==> src/rtl/bmc_pkg.sv <==
`default_nettype none
package bmc_pkg;
  // word and field widths
  localparam int WORD_W = 16;
  localparam int ACC_W = 32;
  localparam int DP_W = 9;
  localparam int DMA_W = 7;
  localparam int ARF_W = 7;
  localparam int CNT_W = 17;
  localparam int CTL_W = 6;
  localparam int STACK_DEPTH = 8;

  // opcode patterns of the first instruction word
  localparam logic [7:0] OP_MOVE_HI = 8'hA5;
  localparam logic [7:0] OP_CALL_HI = 8'h7A;
  localparam logic [5:0] OP_CC_HI = 6'h3A;
  localparam logic [15:0] OP_COMPUTED_SUBROUTINE_CALL = 16'hBE30;
  localparam logic [11:0] OP_CLEAR_CONTROL_BIT_INSTR_HI = 12'hBE4;
  localparam int IND_BIT = 7;

  // conditional call fields: tp [9:8], flag mask [7:4], flag value [3:0]
  localparam int TP_LSB = 8;
  localparam int MASK_LSB = 4;
  localparam logic [1:0] TP_BIO = 2'h0;
  localparam logic [1:0] TP_TC = 2'h1;
  localparam logic [1:0] TP_NTC = 2'h2;
  localparam logic [1:0] TP_NONE = 2'h3;

  // control bit positions and their reset value
  localparam int CTL_C = 0;
  localparam int CTL_CNF = 1;
  localparam int CTL_GLOBAL_INTERRUPT_MASK = 2;
  localparam int CTL_OVM = 3;
  localparam int CTL_SXM = 4;
  localparam int CTL_TC = 5;
  localparam logic [5:0] CTL_RESET = 6'h04;

  // select codes in the low nibble of the clear-control-bit word
  localparam logic [3:0] SEL_GLOBAL_INTERRUPT_MASK = 4'h0;
  localparam logic [3:0] SEL_OVM = 4'h2;
  localparam logic [3:0] SEL_CNF = 4'h4;
  localparam logic [3:0] SEL_SXM = 4'h6;
  localparam logic [3:0] SEL_TC = 4'hA;
  localparam logic [3:0] SEL_C = 4'hE;

  // cycle figures of the calls
  localparam int CALL_CYCLES = 4;
  localparam logic [1:0] HOLD_COMPUTED_SUBROUTINE_CALL = 2'(CALL_CYCLES - 1);
  localparam logic [1:0] HOLD_CALL = 2'(CALL_CYCLES - 2);
  localparam logic [1:0] HOLD_LAST = 2'h1;

  // pc steps
  localparam logic [15:0] PC_ONE = 16'h0001;
  localparam logic [15:0] PC_TWO = 16'h0002;
  localparam logic [16:0] WORDS_ONE = 17'h00001;

  typedef enum logic [1:0] {ST_OPC, ST_WORD2, ST_MOVE, ST_FLUSH} bmc_state_e;
  typedef enum logic [2:0] {CLS_MOVE, CLS_COMPUTED_SUBROUTINE_CALL, CLS_CALL, CLS_CC, CLS_CLEAR_CONTROL_BIT_INSTR, CLS_OTHER} bmc_class_e;

  // one data-memory write
  typedef struct packed {
    logic [15:0] addr;
    logic [15:0] data;
  } bmc_dmw_s;

  // sort a first word into the handled instruction classes
  function automatic bmc_class_e bmc_classify(input logic [15:0] w);
    bmc_class_e c;
    c = CLS_OTHER;
    if (w[15:8] == OP_MOVE_HI)
      c = CLS_MOVE;
    else if (w == OP_COMPUTED_SUBROUTINE_CALL)
      c = CLS_COMPUTED_SUBROUTINE_CALL;
    else if (w[15:8] == OP_CALL_HI)
      c = CLS_CALL;
    else if (w[15:10] == OP_CC_HI)
      c = CLS_CC;
    else if (w[15:4] == OP_CLEAR_CONTROL_BIT_INSTR_HI)
      c = CLS_CLEAR_CONTROL_BIT_INSTR;
    return c;
  endfunction : bmc_classify

  // one-hot clear mask from the select nibble
  function automatic logic [5:0] bmc_clear_control_bit_instr_sel(input logic [3:0] s);
    logic [5:0] m;
    m = '0;
    case (s)
      SEL_C: m[CTL_C] = 1'b1;
      SEL_CNF: m[CTL_CNF] = 1'b1;
      SEL_GLOBAL_INTERRUPT_MASK: m[CTL_GLOBAL_INTERRUPT_MASK] = 1'b1;
      SEL_OVM: m[CTL_OVM] = 1'b1;
      SEL_SXM: m[CTL_SXM] = 1'b1;
      SEL_TC: m[CTL_TC] = 1'b1;
      default: m = '0;
    endcase
    return m;
  endfunction : bmc_clear_control_bit_instr_sel
endpackage : bmc_pkg
`default_nettype wire

==> src/rtl/bmc_stack.sv <==
`timescale 1ns/1ps
`default_nettype none
module bmc_stack (
  // clock and reset
  input wire logic clock,
  input wire logic rst_n,
  // push and pop
  input wire logic push,
  input wire logic [15:0] push_data,
  input wire logic pop,
  // top entry
  output logic [15:0] stack_top_entry
);
  logic [15:0] stk_ff [bmc_pkg::STACK_DEPTH];

  // shift register stack, entry 0 is the top
  genvar i;
  generate
    for (i = 0; i < bmc_pkg::STACK_DEPTH; i++)
    begin : g_ent
      logic [15:0] below;
      logic [15:0] above;
      assign above = (i == 0) ? push_data : stk_ff[(i == 0) ? 0 : i - 1];
      assign below = (i == bmc_pkg::STACK_DEPTH - 1) ? stk_ff[i] : stk_ff[(i == bmc_pkg::STACK_DEPTH - 1) ? i : i + 1];
      always_ff @(posedge clock)
      begin
        if (!rst_n)
          stk_ff[i] <= '0;
        else if (push)
          stk_ff[i] <= above;
        else if (pop)
          stk_ff[i] <= below;
      end
    end
  endgenerate

  assign stack_top_entry = stk_ff[0];
endmodule : bmc_stack
`default_nettype wire

==> src/rtl/bmc_buf.sv <==
`timescale 1ns/1ps
`default_nettype none
module bmc_buf (
  // clock and reset
  input wire logic clock,
  input wire logic rst_n,
  // filling side
  input wire logic in_valid,
  input wire bmc_pkg::bmc_dmw_s in_data,
  output logic in_ready,
  // draining side
  output logic out_valid,
  output bmc_pkg::bmc_dmw_s out_data,
  input wire logic out_ready,
  // occupancy
  output logic [1:0] level
);
  logic out_valid_ff;
  logic skid_valid_ff;
  bmc_pkg::bmc_dmw_s out_ff;
  bmc_pkg::bmc_dmw_s skid_ff;
  logic pop;
  logic push;
  logic head_free;

  // handshake terms
  assign pop = out_valid_ff && out_ready;
  assign push = in_valid && !skid_valid_ff;
  assign head_free = !out_valid_ff || pop;

  // head register with one skid entry behind it
  always_ff @(posedge clock)
  begin
    if (!rst_n)
    begin
      out_valid_ff <= 1'b0;
      skid_valid_ff <= 1'b0;
      out_ff <= '0;
      skid_ff <= '0;
    end
    else if (head_free)
    begin
      out_ff <= skid_valid_ff ? skid_ff : in_data;
      out_valid_ff <= skid_valid_ff || push;
      skid_valid_ff <= 1'b0;
    end
    else if (push)
    begin
      skid_ff <= in_data;
      skid_valid_ff <= 1'b1;
    end
  end

  assign in_ready = !skid_valid_ff;
  assign out_valid = out_valid_ff;
  assign out_data = out_ff;
  assign level = {1'b0, out_valid_ff} + {1'b0, skid_valid_ff};
endmodule : bmc_buf
`default_nettype wire

==> src/rtl/bmc_exec.sv <==
`timescale 1ns/1ps
`default_nettype none
module bmc_exec (
  // clock and reset
  input wire logic clock,
  input wire logic rst_n,
  // instruction word stream
  input wire logic instr_valid,
  input wire logic [15:0] instr_word,
  output logic instr_ready,
  // pipeline control
  output logic [15:0] pc_out,
  output logic flush,
  output logic int_hold,
  // repeat prefix
  input wire logic rpt_pending,
  input wire logic [15:0] rpt_count,
  // operands from the core
  input wire logic [31:0] acc_value,
  input wire logic ovf_flag,
  input wire logic [8:0] dp_value,
  input wire logic [15:0] aux_value,
  // auxiliary register step
  output logic ar_step,
  output logic [6:0] ar_field,
  // program memory read
  output logic pm_req,
  output logic [15:0] pm_addr,
  input wire logic pm_rvalid,
  input wire logic [15:0] pm_rdata,
  // data memory write
  output logic dm_valid,
  output logic [15:0] dm_addr,
  output logic [15:0] dm_data,
  input wire logic dm_ready,
  // hardware stack
  input wire logic stack_pop,
  output logic [15:0] stack_top,
  // control bits
  input wire logic [5:0] ctl_set,
  output logic [5:0] ctl_bits,
  // branch input pin
  input wire logic bio_pin_n
);
  bmc_pkg::bmc_state_e state_ff, nxt_state;
  bmc_pkg::bmc_class_e cls_ff;
  bmc_pkg::bmc_class_e cls_now;
  logic [15:0] opcode_ff;
  logic [15:0] pc_ff, nxt_pc;
  logic [15:0] mstack_ff;
  logic [16:0] words_left_ff;
  logic [1:0] hold_ff;
  logic instr_ready_ff, nxt_ready;
  logic flush_ff, int_hold_ff, rpt_mode_ff;
  logic pm_req_ff, nxt_pm_req, wait_ff;
  logic [15:0] pm_addr_ff;
  logic ar_step_ff, nxt_ar_step;
  logic [6:0] ar_field_ff;
  logic [15:0] dest_hold_ff;
  logic [5:0] ctl_ff;
  logic bio_s1_ff, bio_s2_ff, bio_s3_ff, bio_lvl_ff;

  // handshake and decode
  logic opc_take, w2_take, busy, buf_push, buf_pop, space_ok, buf_in_ready;
  logic [1:0] buf_level;
  logic [2:0] occ_next;
  logic move_ind, move_issue, move_done, call_go, cc_true, zlvc_ok, tp_ok;
  logic [3:0] zlvc, cc_mask, cc_val;
  logic [15:0] live_dest, issue_addr, pc_plus1, pc_plus2;
  logic [16:0] move_words;
  logic [5:0] clr_vec;
  logic stk_push;
  logic [15:0] stk_data;
  bmc_pkg::bmc_dmw_s buf_in, buf_out;

  assign opc_take = instr_valid && instr_ready_ff && (state_ff == bmc_pkg::ST_OPC);
  assign w2_take = instr_valid && instr_ready_ff && (state_ff == bmc_pkg::ST_WORD2);
  assign cls_now = bmc_pkg::bmc_classify(instr_word);
  assign pc_plus1 = pc_ff + bmc_pkg::PC_ONE;
  assign pc_plus2 = pc_ff + bmc_pkg::PC_TWO;

  // branch pin through three flops, a change counts once stages two and three agree
  always_ff @(posedge clock)
  begin
    if (!rst_n)
    begin
      bio_s1_ff <= 1'b1;
      bio_s2_ff <= 1'b1;
      bio_s3_ff <= 1'b1;
      bio_lvl_ff <= 1'b1;
    end
    else
    begin
      bio_s1_ff <= bio_pin_n;
      bio_s2_ff <= bio_s1_ff;
      bio_s3_ff <= bio_s2_ff;
      if (bio_s2_ff == bio_s3_ff)
        bio_lvl_ff <= bio_s3_ff;
    end
  end

  // condition evaluation, all tested flags anded together
  assign zlvc = {acc_value == 32'h0000_0000, acc_value[bmc_pkg::ACC_W - 1], ovf_flag, ctl_ff[bmc_pkg::CTL_C]};
  assign cc_mask = opcode_ff[bmc_pkg::MASK_LSB +: 4];
  assign cc_val = opcode_ff[3:0];
  assign zlvc_ok = ((zlvc ^ cc_val) & cc_mask) == 4'h0;
  assign tp_ok = (opcode_ff[bmc_pkg::TP_LSB +: 2] == bmc_pkg::TP_NONE) ||
                 (opcode_ff[bmc_pkg::TP_LSB +: 2] == bmc_pkg::TP_BIO && !bio_lvl_ff) ||
                 (opcode_ff[bmc_pkg::TP_LSB +: 2] == bmc_pkg::TP_TC && ctl_ff[bmc_pkg::CTL_TC]) ||
                 (opcode_ff[bmc_pkg::TP_LSB +: 2] == bmc_pkg::TP_NTC && !ctl_ff[bmc_pkg::CTL_TC]);
  assign cc_true = zlvc_ok && tp_ok;
  assign call_go = w2_take && ((cls_ff == bmc_pkg::CLS_CALL) || (cls_ff == bmc_pkg::CLS_CC && cc_true));

  // block move: one program read in flight, buffer room checked ahead
  assign move_ind = opcode_ff[bmc_pkg::IND_BIT];
  assign busy = pm_req_ff || wait_ff;
  assign buf_push = busy && pm_rvalid;
  assign buf_pop = dm_valid && dm_ready;
  assign occ_next = {1'b0, buf_level} + {2'b00, buf_push} - {2'b00, buf_pop};
  assign space_ok = (occ_next <= 3'h1) && buf_in_ready;
  assign move_issue = (words_left_ff != 17'h00000) && space_ok && (!busy || pm_rvalid) &&
                      (state_ff == bmc_pkg::ST_MOVE || (w2_take && cls_ff == bmc_pkg::CLS_MOVE));
  assign move_done = (state_ff == bmc_pkg::ST_MOVE) && buf_push && (words_left_ff == 17'h00000);
  assign issue_addr = (state_ff == bmc_pkg::ST_WORD2) ? instr_word : pc_ff;
  assign move_words = rpt_pending ? ({1'b0, rpt_count} + bmc_pkg::WORDS_ONE) : bmc_pkg::WORDS_ONE;
  assign live_dest = move_ind ? aux_value : {dp_value, opcode_ff[bmc_pkg::DMA_W - 1:0]};
  assign buf_in.addr = pm_req_ff ? live_dest : dest_hold_ff;
  assign buf_in.data = pm_rdata;
  assign nxt_pm_req = move_issue;
  // of the calls only the direct call carries an aux field; bit 7 of a conditional call is a flag mask
  assign nxt_ar_step = move_issue ? move_ind :
                       (call_go && cls_ff == bmc_pkg::CLS_CALL && opcode_ff[bmc_pkg::IND_BIT]);

  // stack pushes of the three call kinds
  assign stk_push = (opc_take && cls_now == bmc_pkg::CLS_COMPUTED_SUBROUTINE_CALL) || call_go;
  assign stk_data = (state_ff == bmc_pkg::ST_OPC) ? pc_plus1 : pc_plus2;
  assign clr_vec = (opc_take && cls_now == bmc_pkg::CLS_CLEAR_CONTROL_BIT_INSTR) ? bmc_pkg::bmc_clear_control_bit_instr_sel(instr_word[3:0]) : 6'h00;

  // next state and next pc
  always_comb
  begin
    nxt_state = state_ff;
    nxt_pc = pc_ff;
    unique case (state_ff)
      bmc_pkg::ST_OPC:
      begin
        if (opc_take)
        begin
          unique case (cls_now)
            bmc_pkg::CLS_MOVE, bmc_pkg::CLS_CALL, bmc_pkg::CLS_CC: nxt_state = bmc_pkg::ST_WORD2;
            bmc_pkg::CLS_COMPUTED_SUBROUTINE_CALL:
            begin
              nxt_state = bmc_pkg::ST_FLUSH;
              nxt_pc = acc_value[15:0];
            end
            bmc_pkg::CLS_CLEAR_CONTROL_BIT_INSTR, bmc_pkg::CLS_OTHER: nxt_pc = pc_plus1;
          endcase
        end
      end
      bmc_pkg::ST_WORD2:
      begin
        if (w2_take)
        begin
          if (cls_ff == bmc_pkg::CLS_MOVE)
            nxt_state = bmc_pkg::ST_MOVE;
          else if (call_go)
          begin
            nxt_state = bmc_pkg::ST_FLUSH;
            nxt_pc = instr_word;
          end
          else
          begin
            nxt_state = bmc_pkg::ST_OPC;
            nxt_pc = pc_plus2;
          end
        end
      end
      bmc_pkg::ST_MOVE:
      begin
        if (move_done)
        begin
          nxt_state = bmc_pkg::ST_OPC;
          nxt_pc = mstack_ff;
        end
      end
      bmc_pkg::ST_FLUSH:
      begin
        if (hold_ff == bmc_pkg::HOLD_LAST)
          nxt_state = bmc_pkg::ST_OPC;
      end
    endcase
    if (move_issue)
      nxt_pc = issue_addr + bmc_pkg::PC_ONE;
  end

  assign nxt_ready = (nxt_state == bmc_pkg::ST_OPC) || (nxt_state == bmc_pkg::ST_WORD2);

  // sequencing registers
  always_ff @(posedge clock)
  begin
    if (!rst_n)
    begin
      state_ff <= bmc_pkg::ST_OPC;
      pc_ff <= '0;
      instr_ready_ff <= 1'b0;
      cls_ff <= bmc_pkg::CLS_OTHER;
      opcode_ff <= '0;
    end
    else
    begin
      state_ff <= nxt_state;
      pc_ff <= nxt_pc;
      instr_ready_ff <= nxt_ready;
      if (opc_take)
      begin
        cls_ff <= cls_now;
        opcode_ff <= instr_word;
      end
    end
  end

  // call hold counter and discard pulse for the two prefetched words
  always_ff @(posedge clock)
  begin
    if (!rst_n)
    begin
      hold_ff <= '0;
      flush_ff <= 1'b0;
    end
    else
    begin
      flush_ff <= stk_push;
      if (opc_take && cls_now == bmc_pkg::CLS_COMPUTED_SUBROUTINE_CALL)
        hold_ff <= bmc_pkg::HOLD_COMPUTED_SUBROUTINE_CALL;
      else if (call_go)
        hold_ff <= bmc_pkg::HOLD_CALL;
      else if (state_ff == bmc_pkg::ST_FLUSH)
        hold_ff <= hold_ff - bmc_pkg::HOLD_LAST;
    end
  end

  // move counters, program reads and interrupt hold
  always_ff @(posedge clock)
  begin
    if (!rst_n)
    begin
      words_left_ff <= '0;
      mstack_ff <= '0;
      rpt_mode_ff <= 1'b0;
      int_hold_ff <= 1'b0;
      pm_req_ff <= 1'b0;
      pm_addr_ff <= '0;
      wait_ff <= 1'b0;
      dest_hold_ff <= '0;
    end
    else
    begin
      if (opc_take && cls_now == bmc_pkg::CLS_MOVE)
      begin
        rpt_mode_ff <= rpt_pending;
        int_hold_ff <= rpt_pending;
        words_left_ff <= move_words;
      end
      else if (move_issue)
        words_left_ff <= words_left_ff - bmc_pkg::WORDS_ONE;
      if (move_done)
        int_hold_ff <= 1'b0;
      if (w2_take && cls_ff == bmc_pkg::CLS_MOVE)
        mstack_ff <= pc_plus2;
      pm_req_ff <= nxt_pm_req;
      if (move_issue)
        pm_addr_ff <= issue_addr;
      wait_ff <= busy && !pm_rvalid;
      if (pm_req_ff)
        dest_hold_ff <= live_dest;
    end
  end

  // auxiliary step pulse and control bits, a set beats a clear
  always_ff @(posedge clock)
  begin
    if (!rst_n)
    begin
      ar_step_ff <= 1'b0;
      ar_field_ff <= '0;
      ctl_ff <= bmc_pkg::CTL_RESET;
    end
    else
    begin
      ar_step_ff <= nxt_ar_step;
      if (nxt_ar_step)
        ar_field_ff <= opcode_ff[bmc_pkg::ARF_W - 1:0];
      ctl_ff <= (ctl_ff & ~clr_vec) | ctl_set;
    end
  end

  bmc_stack u_stack (
    .clock(clock),
    .rst_n(rst_n),
    .push(stk_push),
    .push_data(stk_data),
    .pop(stack_pop && !stk_push),
    .stack_top_entry(stack_top)
  );

  bmc_buf u_buf (
    .clock(clock),
    .rst_n(rst_n),
    .in_valid(buf_push),
    .in_data(buf_in),
    .in_ready(buf_in_ready),
    .out_valid(dm_valid),
    .out_data(buf_out),
    .out_ready(dm_ready),
    .level(buf_level)
  );

  // outputs
  assign dm_addr = buf_out.addr;
  assign dm_data = buf_out.data;
  assign instr_ready = instr_ready_ff;
  assign pc_out = pc_ff;
  assign flush = flush_ff;
  assign int_hold = int_hold_ff;
  assign ar_step = ar_step_ff;
  assign ar_field = ar_field_ff;
  assign pm_req = pm_req_ff;
  assign pm_addr = pm_addr_ff;
  assign ctl_bits = ctl_ff;
endmodule : bmc_exec
`default_nettype wire

==> config.mk <==
export PLATFORM = sky130hd
export DESIGN_NAME = bmc_exec
export DESIGN_NICKNAME = d
export VERILOG_FILES = /design/src/rtl/bmc_pkg.sv /design/src/rtl/bmc_stack.sv /design/src/rtl/bmc_buf.sv /design/src/rtl/bmc_exec.sv
export SDC_FILE = /design/constraint.sdc
export NUM_CORES = 1
export LEC_CHECK = 0
export BUFFER_PORTS_ARGS = -buffer_cell sky130_fd_sc_hd__buf_4
export CORE_UTILIZATION = 40
export DETAILED_ROUTE_END_ITERATION = 8
export GPL_TIMING_DRIVEN = 0
export PLACE_DENSITY_LB_ADDON = 0.1
export SETUP_SLACK_MARGIN = 0.2
export SLEW_MARGIN = 10
export SYNTH_ARGS = -nofsm -noshare
export SYNTH_HDL_FRONTEND = slang
export SYNTH_HIERARCHICAL = 1
export SYNTH_SLANG_ARGS = --single-unit
==> constraint.sdc <==
create_clock -name clock -period 6.8 [get_ports clock]
set_clock_uncertainty 0.2 [all_clocks]
set_input_delay 0 -clock clock [delete_from_list [all_inputs] [get_ports clock]]
set_output_delay 0 -clock clock [all_outputs]
set_load 0.02 [all_outputs]
==> results of run 1 <==
==> where the power goes <==
group | switching, mW | leakage [nW] | internal [mW]
sequential | 0.0493 | 2.92 | 2.03
combinational | 0.236 | 4.26 | 0.191
clock | 0.838 | 0.620 | 1.23
==> cells by family (layout without fill, tap and decap cells) <==
kind of cell	Yosys count	in the layout	share of synthesized area, %
adders and majority gates	14	14	1.13
buffers and inverters	178	602	5.46
and+or+nand+nor	515	515	16.3
DFF	315	315	47.1
other	0	1	0
xor gates and xnor gates	76	76	4.13
muxes	124	124	7.77
AOI/OAI and AO/OA	377	377	18.1
==> sequential cells by signal, indices dropped and copies added, names as in the netlist, 2 cells and up <==
name            count
u_stack/stk_ff    128
u_buf/out_data     32
u_buf/skid_ff      32
words_left_ff      17
dest_hold_ff       16
mstack_ff          16
pc_out             16
pm_addr            16
opcode_ff          10
ar_field            7
ctl_bits            6
cls_ff              3
hold_ff             2
state_ff            2
==> layout by cell type, fill, tap and decap left out, types with 32 or more instances in the layout <==
cell type | netlist | routed
dlygate4sd3_1 | 0 | 138
a21oi_1 | 79 | 79
clkbuf_1 | 81 | 87
mux2i_1 | 116 | 116
nor2_1 | 110 | 110
nor3b_1 | 34 | 34
buf_4 | 5 | 220
dfxtp_1 | 187 | 187
a211oi_1 | 62 | 62
edfxtp_1 | 128 | 128
a32o_1 | 112 | 112
clkbuf_16 | 0 | 38
inv_1 | 32 | 32
nand3_1 | 34 | 34
nand2_1 | 163 | 163
xnor2_1 | 46 | 46
==> cell type report <==
type	instances	area (um2)	area share, %
repair buffers	354	3020	14.3
flip-flops and latches	315	7590	36.1
inverters	35	131	0.624
clock buffers	48	1030	4.89
plain buffers	143	748	3.56
clock inverters	22	226	1.08
well taps	525	657	3.12
diodes	1	2.50	0.0119
multi-input cells	1106	7640	36.3
==> stage by stage <==
step	area (um2)	TNS, ns	util (%)
after detailed placement	18400	0	46.3
final	21000	0	53.0
after floorplan	16100	0	-
after global routing	21000	0	53.0
after global placement	18400	-71.71	46.3
after CTS	21000	0	53.0
==> synthesized netlist by cell type, types with 5 or more instances <==
cell type and instances:
nand3_1 34, o21a_1 5, xnor2_1 46, and2_1 27, ha_1 13, edfxtp_1 128, clkbuf_1 81, buf_6 15
inv_1 32, nand4_1 19, o211ai_1 8, and3_1 25, buf_4 5, a221oi_1 8, a32o_1 112, dfxtp_1 187
xor2_1 30, nor3b_1 34, nand2b_1 14, buf_2 25, a211oi_1 62, nand3b_1 8, mux2i_1 116, buf_1 14
mux2_2 8, a21oi_1 79, nor2_1 110, a21o_1 5, nor3_1 26, or4_1 5, nand2_1 163, o21ai_0 29
or3_1 5, o22ai_1 14, o32ai_1 7, nor4_1 14, a31oi_1 5
==> per-layer routing <==
layer / global-route usage [%] / vias up / wire (um)
li1: - / 6802 / -
met1: 37.8 / 7226 / 25800
met5: 0 / - / 0
met3: 4.27 / 99 / 3830
met2: 43.4 / 596 / 26100
met4: 8.67 / 0 / 1350
==> worst paths after layout <==
check	start	depth (start not counted)	slack, ns	endpoint
worst max-delay path	instr_word[11]	13	1.22	u_stack/stk_ff[2][22]$_DFFE_PP_
worst min register to register	bio_s1_ff$_SDFF_PN1_	1	0.23	bio_s2_ff$_SDFF_PN1_
worst min-delay path	rpt_count[1]	7	0.07	words_left_ff[5]$_SDFFE_PN0P_
worst max register to register	state_ff[0]$_SDFF_PN0_	15	1.22	pc_out[12]$_SDFFE_PN0P_
==> worst min-delay path, stage by stage <==
cell	delay [ns]
buf_4	0.12
nand4_1	0.15
nor2_1	0.07
xnor2_1	0.14
nor2_1	0.10
a21oi_1	0.05
nor3_1	0.13
==> out/metrics.cfg, run 1 <==
[global_route]
grt_pass1_wl_mm=86.7
grt_overflow=0
grt.total_usage_pct=27.3
grt_max_degree=56
grt_pass1_vias=14600
antenna_found_initial=0

[logic_synthesis]
ys.flop_type=dfxtp_1
synthArstFlopShare_pct=0
synth_seq_area_share_pct=47.1
syn-num-nets=1733
synth-seq-cells=315
synthTopCellsByArea=edfxtp_1, dfxtp_1, mux2i_1, a32o_1, nand2_1
synth_top_area_share_pct=23.9
synth_cell_types=86
syn_inst=1599
syn_area_per_cell_um2=10.1
yosys.area.top_type=edfxtp_1
mappedNetlistArea_mm2=0.0161
synth_edf_count=128
yosysWarnings=6

[placed_design]
gp_congestion=0.941
io_buffers=215
dpl_worst_slack_ns=1.33
place_inst=2340
place_hpwl_mm=40.4

[floorplan]
core-area_mm2=0.0397
ioPinCount=219
rows=73
die_w_um=203
fp.dieArea_mm2=0.0411
fp.dieH_um=203
start_util_pct=40.5

[sta]
hold_viol=0
rsz0062_at_grt=false
period_share_pct=82.0
relSlewSlack_pct=17.4
fin_ws_ns=1.22
slew_viol_final=0
tightestPinTransition_ns=1.23
fin_hold_ws_ns=0.0699
max_freq_ghz=0.179
timing.final.crit_period_ns=5.58
setup_viol=0

[cts]
cts_buffers=38
cts_buffer_depth=3
worstSkewPairLatency_ns=0.56
root_buffer=clkbuf_16
clk_pin_slew_ns=0.06
hold_buffers=138
cts_tree=done
htree_num_levels=2
post_cts_buffers=0
post_cts_resized=0
clkSinkCount=315

[critical_path]
cpLargestDelayFamily=simple AND/OR/NAND/NOR gates
cpPeakStageDelay_ns=0.81
start_kind=input pin
crit_buf_inv=6
cp-end-kind=register
cp_cell_sequence=dlygate4sd3_1 -> buf_4 -> nand2_1 -> dlygate4sd3_1 -> nor4b_1 -> and4_1 -> clkbuf_1 -> nand2_1 -> and2_1 -> inv_1 -> nand2b_1 -> or2_4 -> buf_12
critical_path_class=in2reg
critical_path.max_fanout=55
crit_required_ns=6.84
crit_path_top_delay_cell=nand2b_1
worst_ep_arrival_time_ns=5.62

[route]
drtAntennaViolNets=0
drtIter0Drc=1275
drc_errors=0
via_per_inst=5.78
wire_per_inst_um=22.4
via_count=14700
first_pass_iters=7
wirelength_mm=57.1

[flow_run]
cap_violations=0

[pwr]
leakage_nw=7.80
vdd_drop_max_v=0.000186
totalPowerFinal_mw=4.57
p_per_area_mw_per_mm2=217

[finish]
drive_gt1_share_pct=17.4
n_fill_cell=3664
area_growth_pct=30.6
nets=2127
final_cell_count_no_fill=2549

[hold_path]
hold_path_class=in2reg

[run_status]
status=finished, final reports clean

Power figures use the tool's default switching activity.
==> run 2: changes to the inputs <==
Clock period 6.8 ns to 5.65 ns, I/O delays scaled along.
==> run 2 against run 1 <==
  * Die area stayed put
  * Worst hold slack better by 0.00093 ns
  * Non-clock buffer count stayed put
  * Core utilization hardly changed
  * Sequential power is 20% higher
  * Combinational power is 20% higher
  * Sequential share of layout area hardly changed
  * Critical path type is now reg2reg
  * Largest power group unchanged
==> out/metrics.cfg, run 2 (same netlist as run 1, synthesis figures left out) <==
[run_status]
status=finished, final reports clean  ; unchanged

[critical_path]
cp-end-kind=register  ; unchanged
start_kind=register  ; was input pin
critical_path_class=reg2reg  ; was in2reg
critical_path.max_fanout=10  ; was 55
worst_ep_arrival_time_ns=5.24  ; was 5.62 ns
crit_required_ns=5.89  ; was 6.84 ns

[pwr]
vdd_drop_max_v=0.000223  ; was 0.000186 V
p_per_area_mw_per_mm2=261  ; was 217 mW/mm2
leakage_nw=7.81  ; was 7.80 nW
totalPowerFinal_mw=5.50  ; was 4.57 mW

[floorplan]
fp.dieArea_mm2=0.0411  ; unchanged
rows=73  ; unchanged
die_w_um=203  ; unchanged
fp.dieH_um=203  ; unchanged
ioPinCount=219  ; unchanged
core-area_mm2=0.0397  ; unchanged
start_util_pct=40.5  ; unchanged

[route]
route.met2.wl_mm=26.2  ; was 26.1 mm
top_layer=met4  ; unchanged
via_per_inst=5.80  ; was 5.78
wl_met3_mm=3.80  ; was 3.83 mm
via_count=14800  ; was 14700
drtAntennaViolNets=0  ; unchanged
wirelength_mm=57.2  ; was 57.1 mm
drtIter0Drc=1328  ; was 1275
drc_errors=0  ; unchanged
first_pass_iters=5  ; was 7
wire_per_inst_um=22.4  ; about the same
met1Wirelength_mm=25.9  ; was 25.8 mm

[finish]
final_cell_area_mm2=0.0211  ; was 0.0210 mm2
largest_register_ffs=128  ; unchanged
layout_commonest_cell=buf_4  ; unchanged
final_util_pct=53.0  ; about the same
final_cell_mix=buf_4, dfxtp_1, nand2_1  ; unchanged
top_register=u_stack/stk_ff  ; unchanged
nets=2128  ; was 2127
drive_gt1_share_pct=17.6  ; was 17.4%
final_cell_count_no_fill=2550  ; was 2549
area_growth_pct=30.7  ; was 30.6%

[sta]
hold_viol=0  ; unchanged
fin_hold_ws_ns=0.0708  ; was 0.0699 ns
period_share_pct=88.6
timing.setup.tns_ns=0  ; unchanged
slew_viol_final=0  ; unchanged
rsz0062_at_grt=false  ; unchanged
tightestPinTransition_ns=1.15  ; was 1.23 ns
setup_viol=0  ; unchanged
timing.final.crit_period_ns=5.01
fin_ws_ns=0.643  ; was 1.22 ns
relSlewSlack_pct=22.5  ; was 17.4%
max_freq_ghz=0.200

[hold_path]
hold_path_class=in2reg  ; unchanged

[global_route]
antenna_found_initial=0  ; unchanged
grt_max_degree=56  ; unchanged
grt_pass1_wl_mm=86.7  ; unchanged
grt.total_usage_pct=27.3  ; unchanged
grt_overflow=0  ; unchanged
grt_pass1_vias=14600  ; unchanged

[placed_design]
place_inst=2340  ; unchanged
place_hpwl_mm=40.4  ; unchanged
dpl_worst_slack_ns=0.179  ; was 1.33 ns
io_buffers=215  ; unchanged
detailed_place.area_mm2=0.0184  ; unchanged
gp_congestion=0.941  ; unchanged

[cts]
clk_pin_slew_ns=0.06  ; about the same
cts_tree=done  ; unchanged
cts_buffer_depth=3  ; unchanged
clkSinkCount=315  ; unchanged
root_buffer=clkbuf_16  ; unchanged
cts_buffers=38  ; unchanged
htree_num_levels=2  ; unchanged
worstSkewPairLatency_ns=0.57  ; was 0.56 ns

[flow_run]
cap_violations=0  ; unchanged

run 2: cell type report:
class / instances / area (um2)
fillers: 3666 / 18700
flip-flops and latches: 315 / 7590
diodes: 1 / 2.50
well taps: 525 / 657
clock buffers: 48 / 1030
clock inverters: 22 / 226
plain buffers: 143 / 749
repair buffers: 354 / 3020
multi-input cells: 1107 / 7660
inverters: 35 / 131
run 2: routing by layer:
layer | global-route usage (%) | vias up
li1 | - | 6803
met1 | 37.8 | 7328
met2 | 43.4 | 573
met3 | 4.27 | 91
met4 | 8.67 | 0
met5 | 0 | -
run 2: timing repair:
item                                   4_1_cts  5_1_grt
endpoints found under the hold margin      163        0
pin swaps                                    0        1
hold buffers                               138        0
gates resized for setup                      2        1
cloned                                       0        1
buffers inserted                             0        0
setup endpoints to repair                   13       40
run 2: critical path, stage by stage, from the launching register on:
cell	delay (ns)
dfxtp_1	0.34
inv_1	0.08
ha_1	0.13
buf_2	0.24
clkbuf_1	0.52
buf_1	0.53
clkbuf_2	0.45
mux2_2	0.25
ha_1	0.14
inv_1	0.06
a2111oi_2	0.65
and2_1	0.21
clkbuf_1	0.24
nand3b_1	0.13
xnor2_1	0.28
o221ai_1	0.15
o221a_2	0.27
run 2: worst paths after layout:
kind                          startpoint                             to  slack, ns  depth (start not counted)
hold / removal              rpt_count[1]  words_left_ff[5]$_SDFFE_PN0P_       0.07                          7
setup reg to reg  state_ff[1]$_SDFF_PN0_        pc_out[12]$_SDFFE_PN0P_       0.64                         16
setup / recovery  state_ff[1]$_SDFF_PN0_        pc_out[12]$_SDFFE_PN0P_       0.64                         16
hold reg to reg     bio_s1_ff$_SDFF_PN1_           bio_s2_ff$_SDFF_PN1_       0.23                          1
run 2: where the power goes:
group          switching [mW]  internal, mW  leakage [nW]
sequential             0.0595          2.44          2.92
combinational           0.285         0.230          4.26
clock                    1.01          1.48         0.620
total                    1.35          4.15          7.81
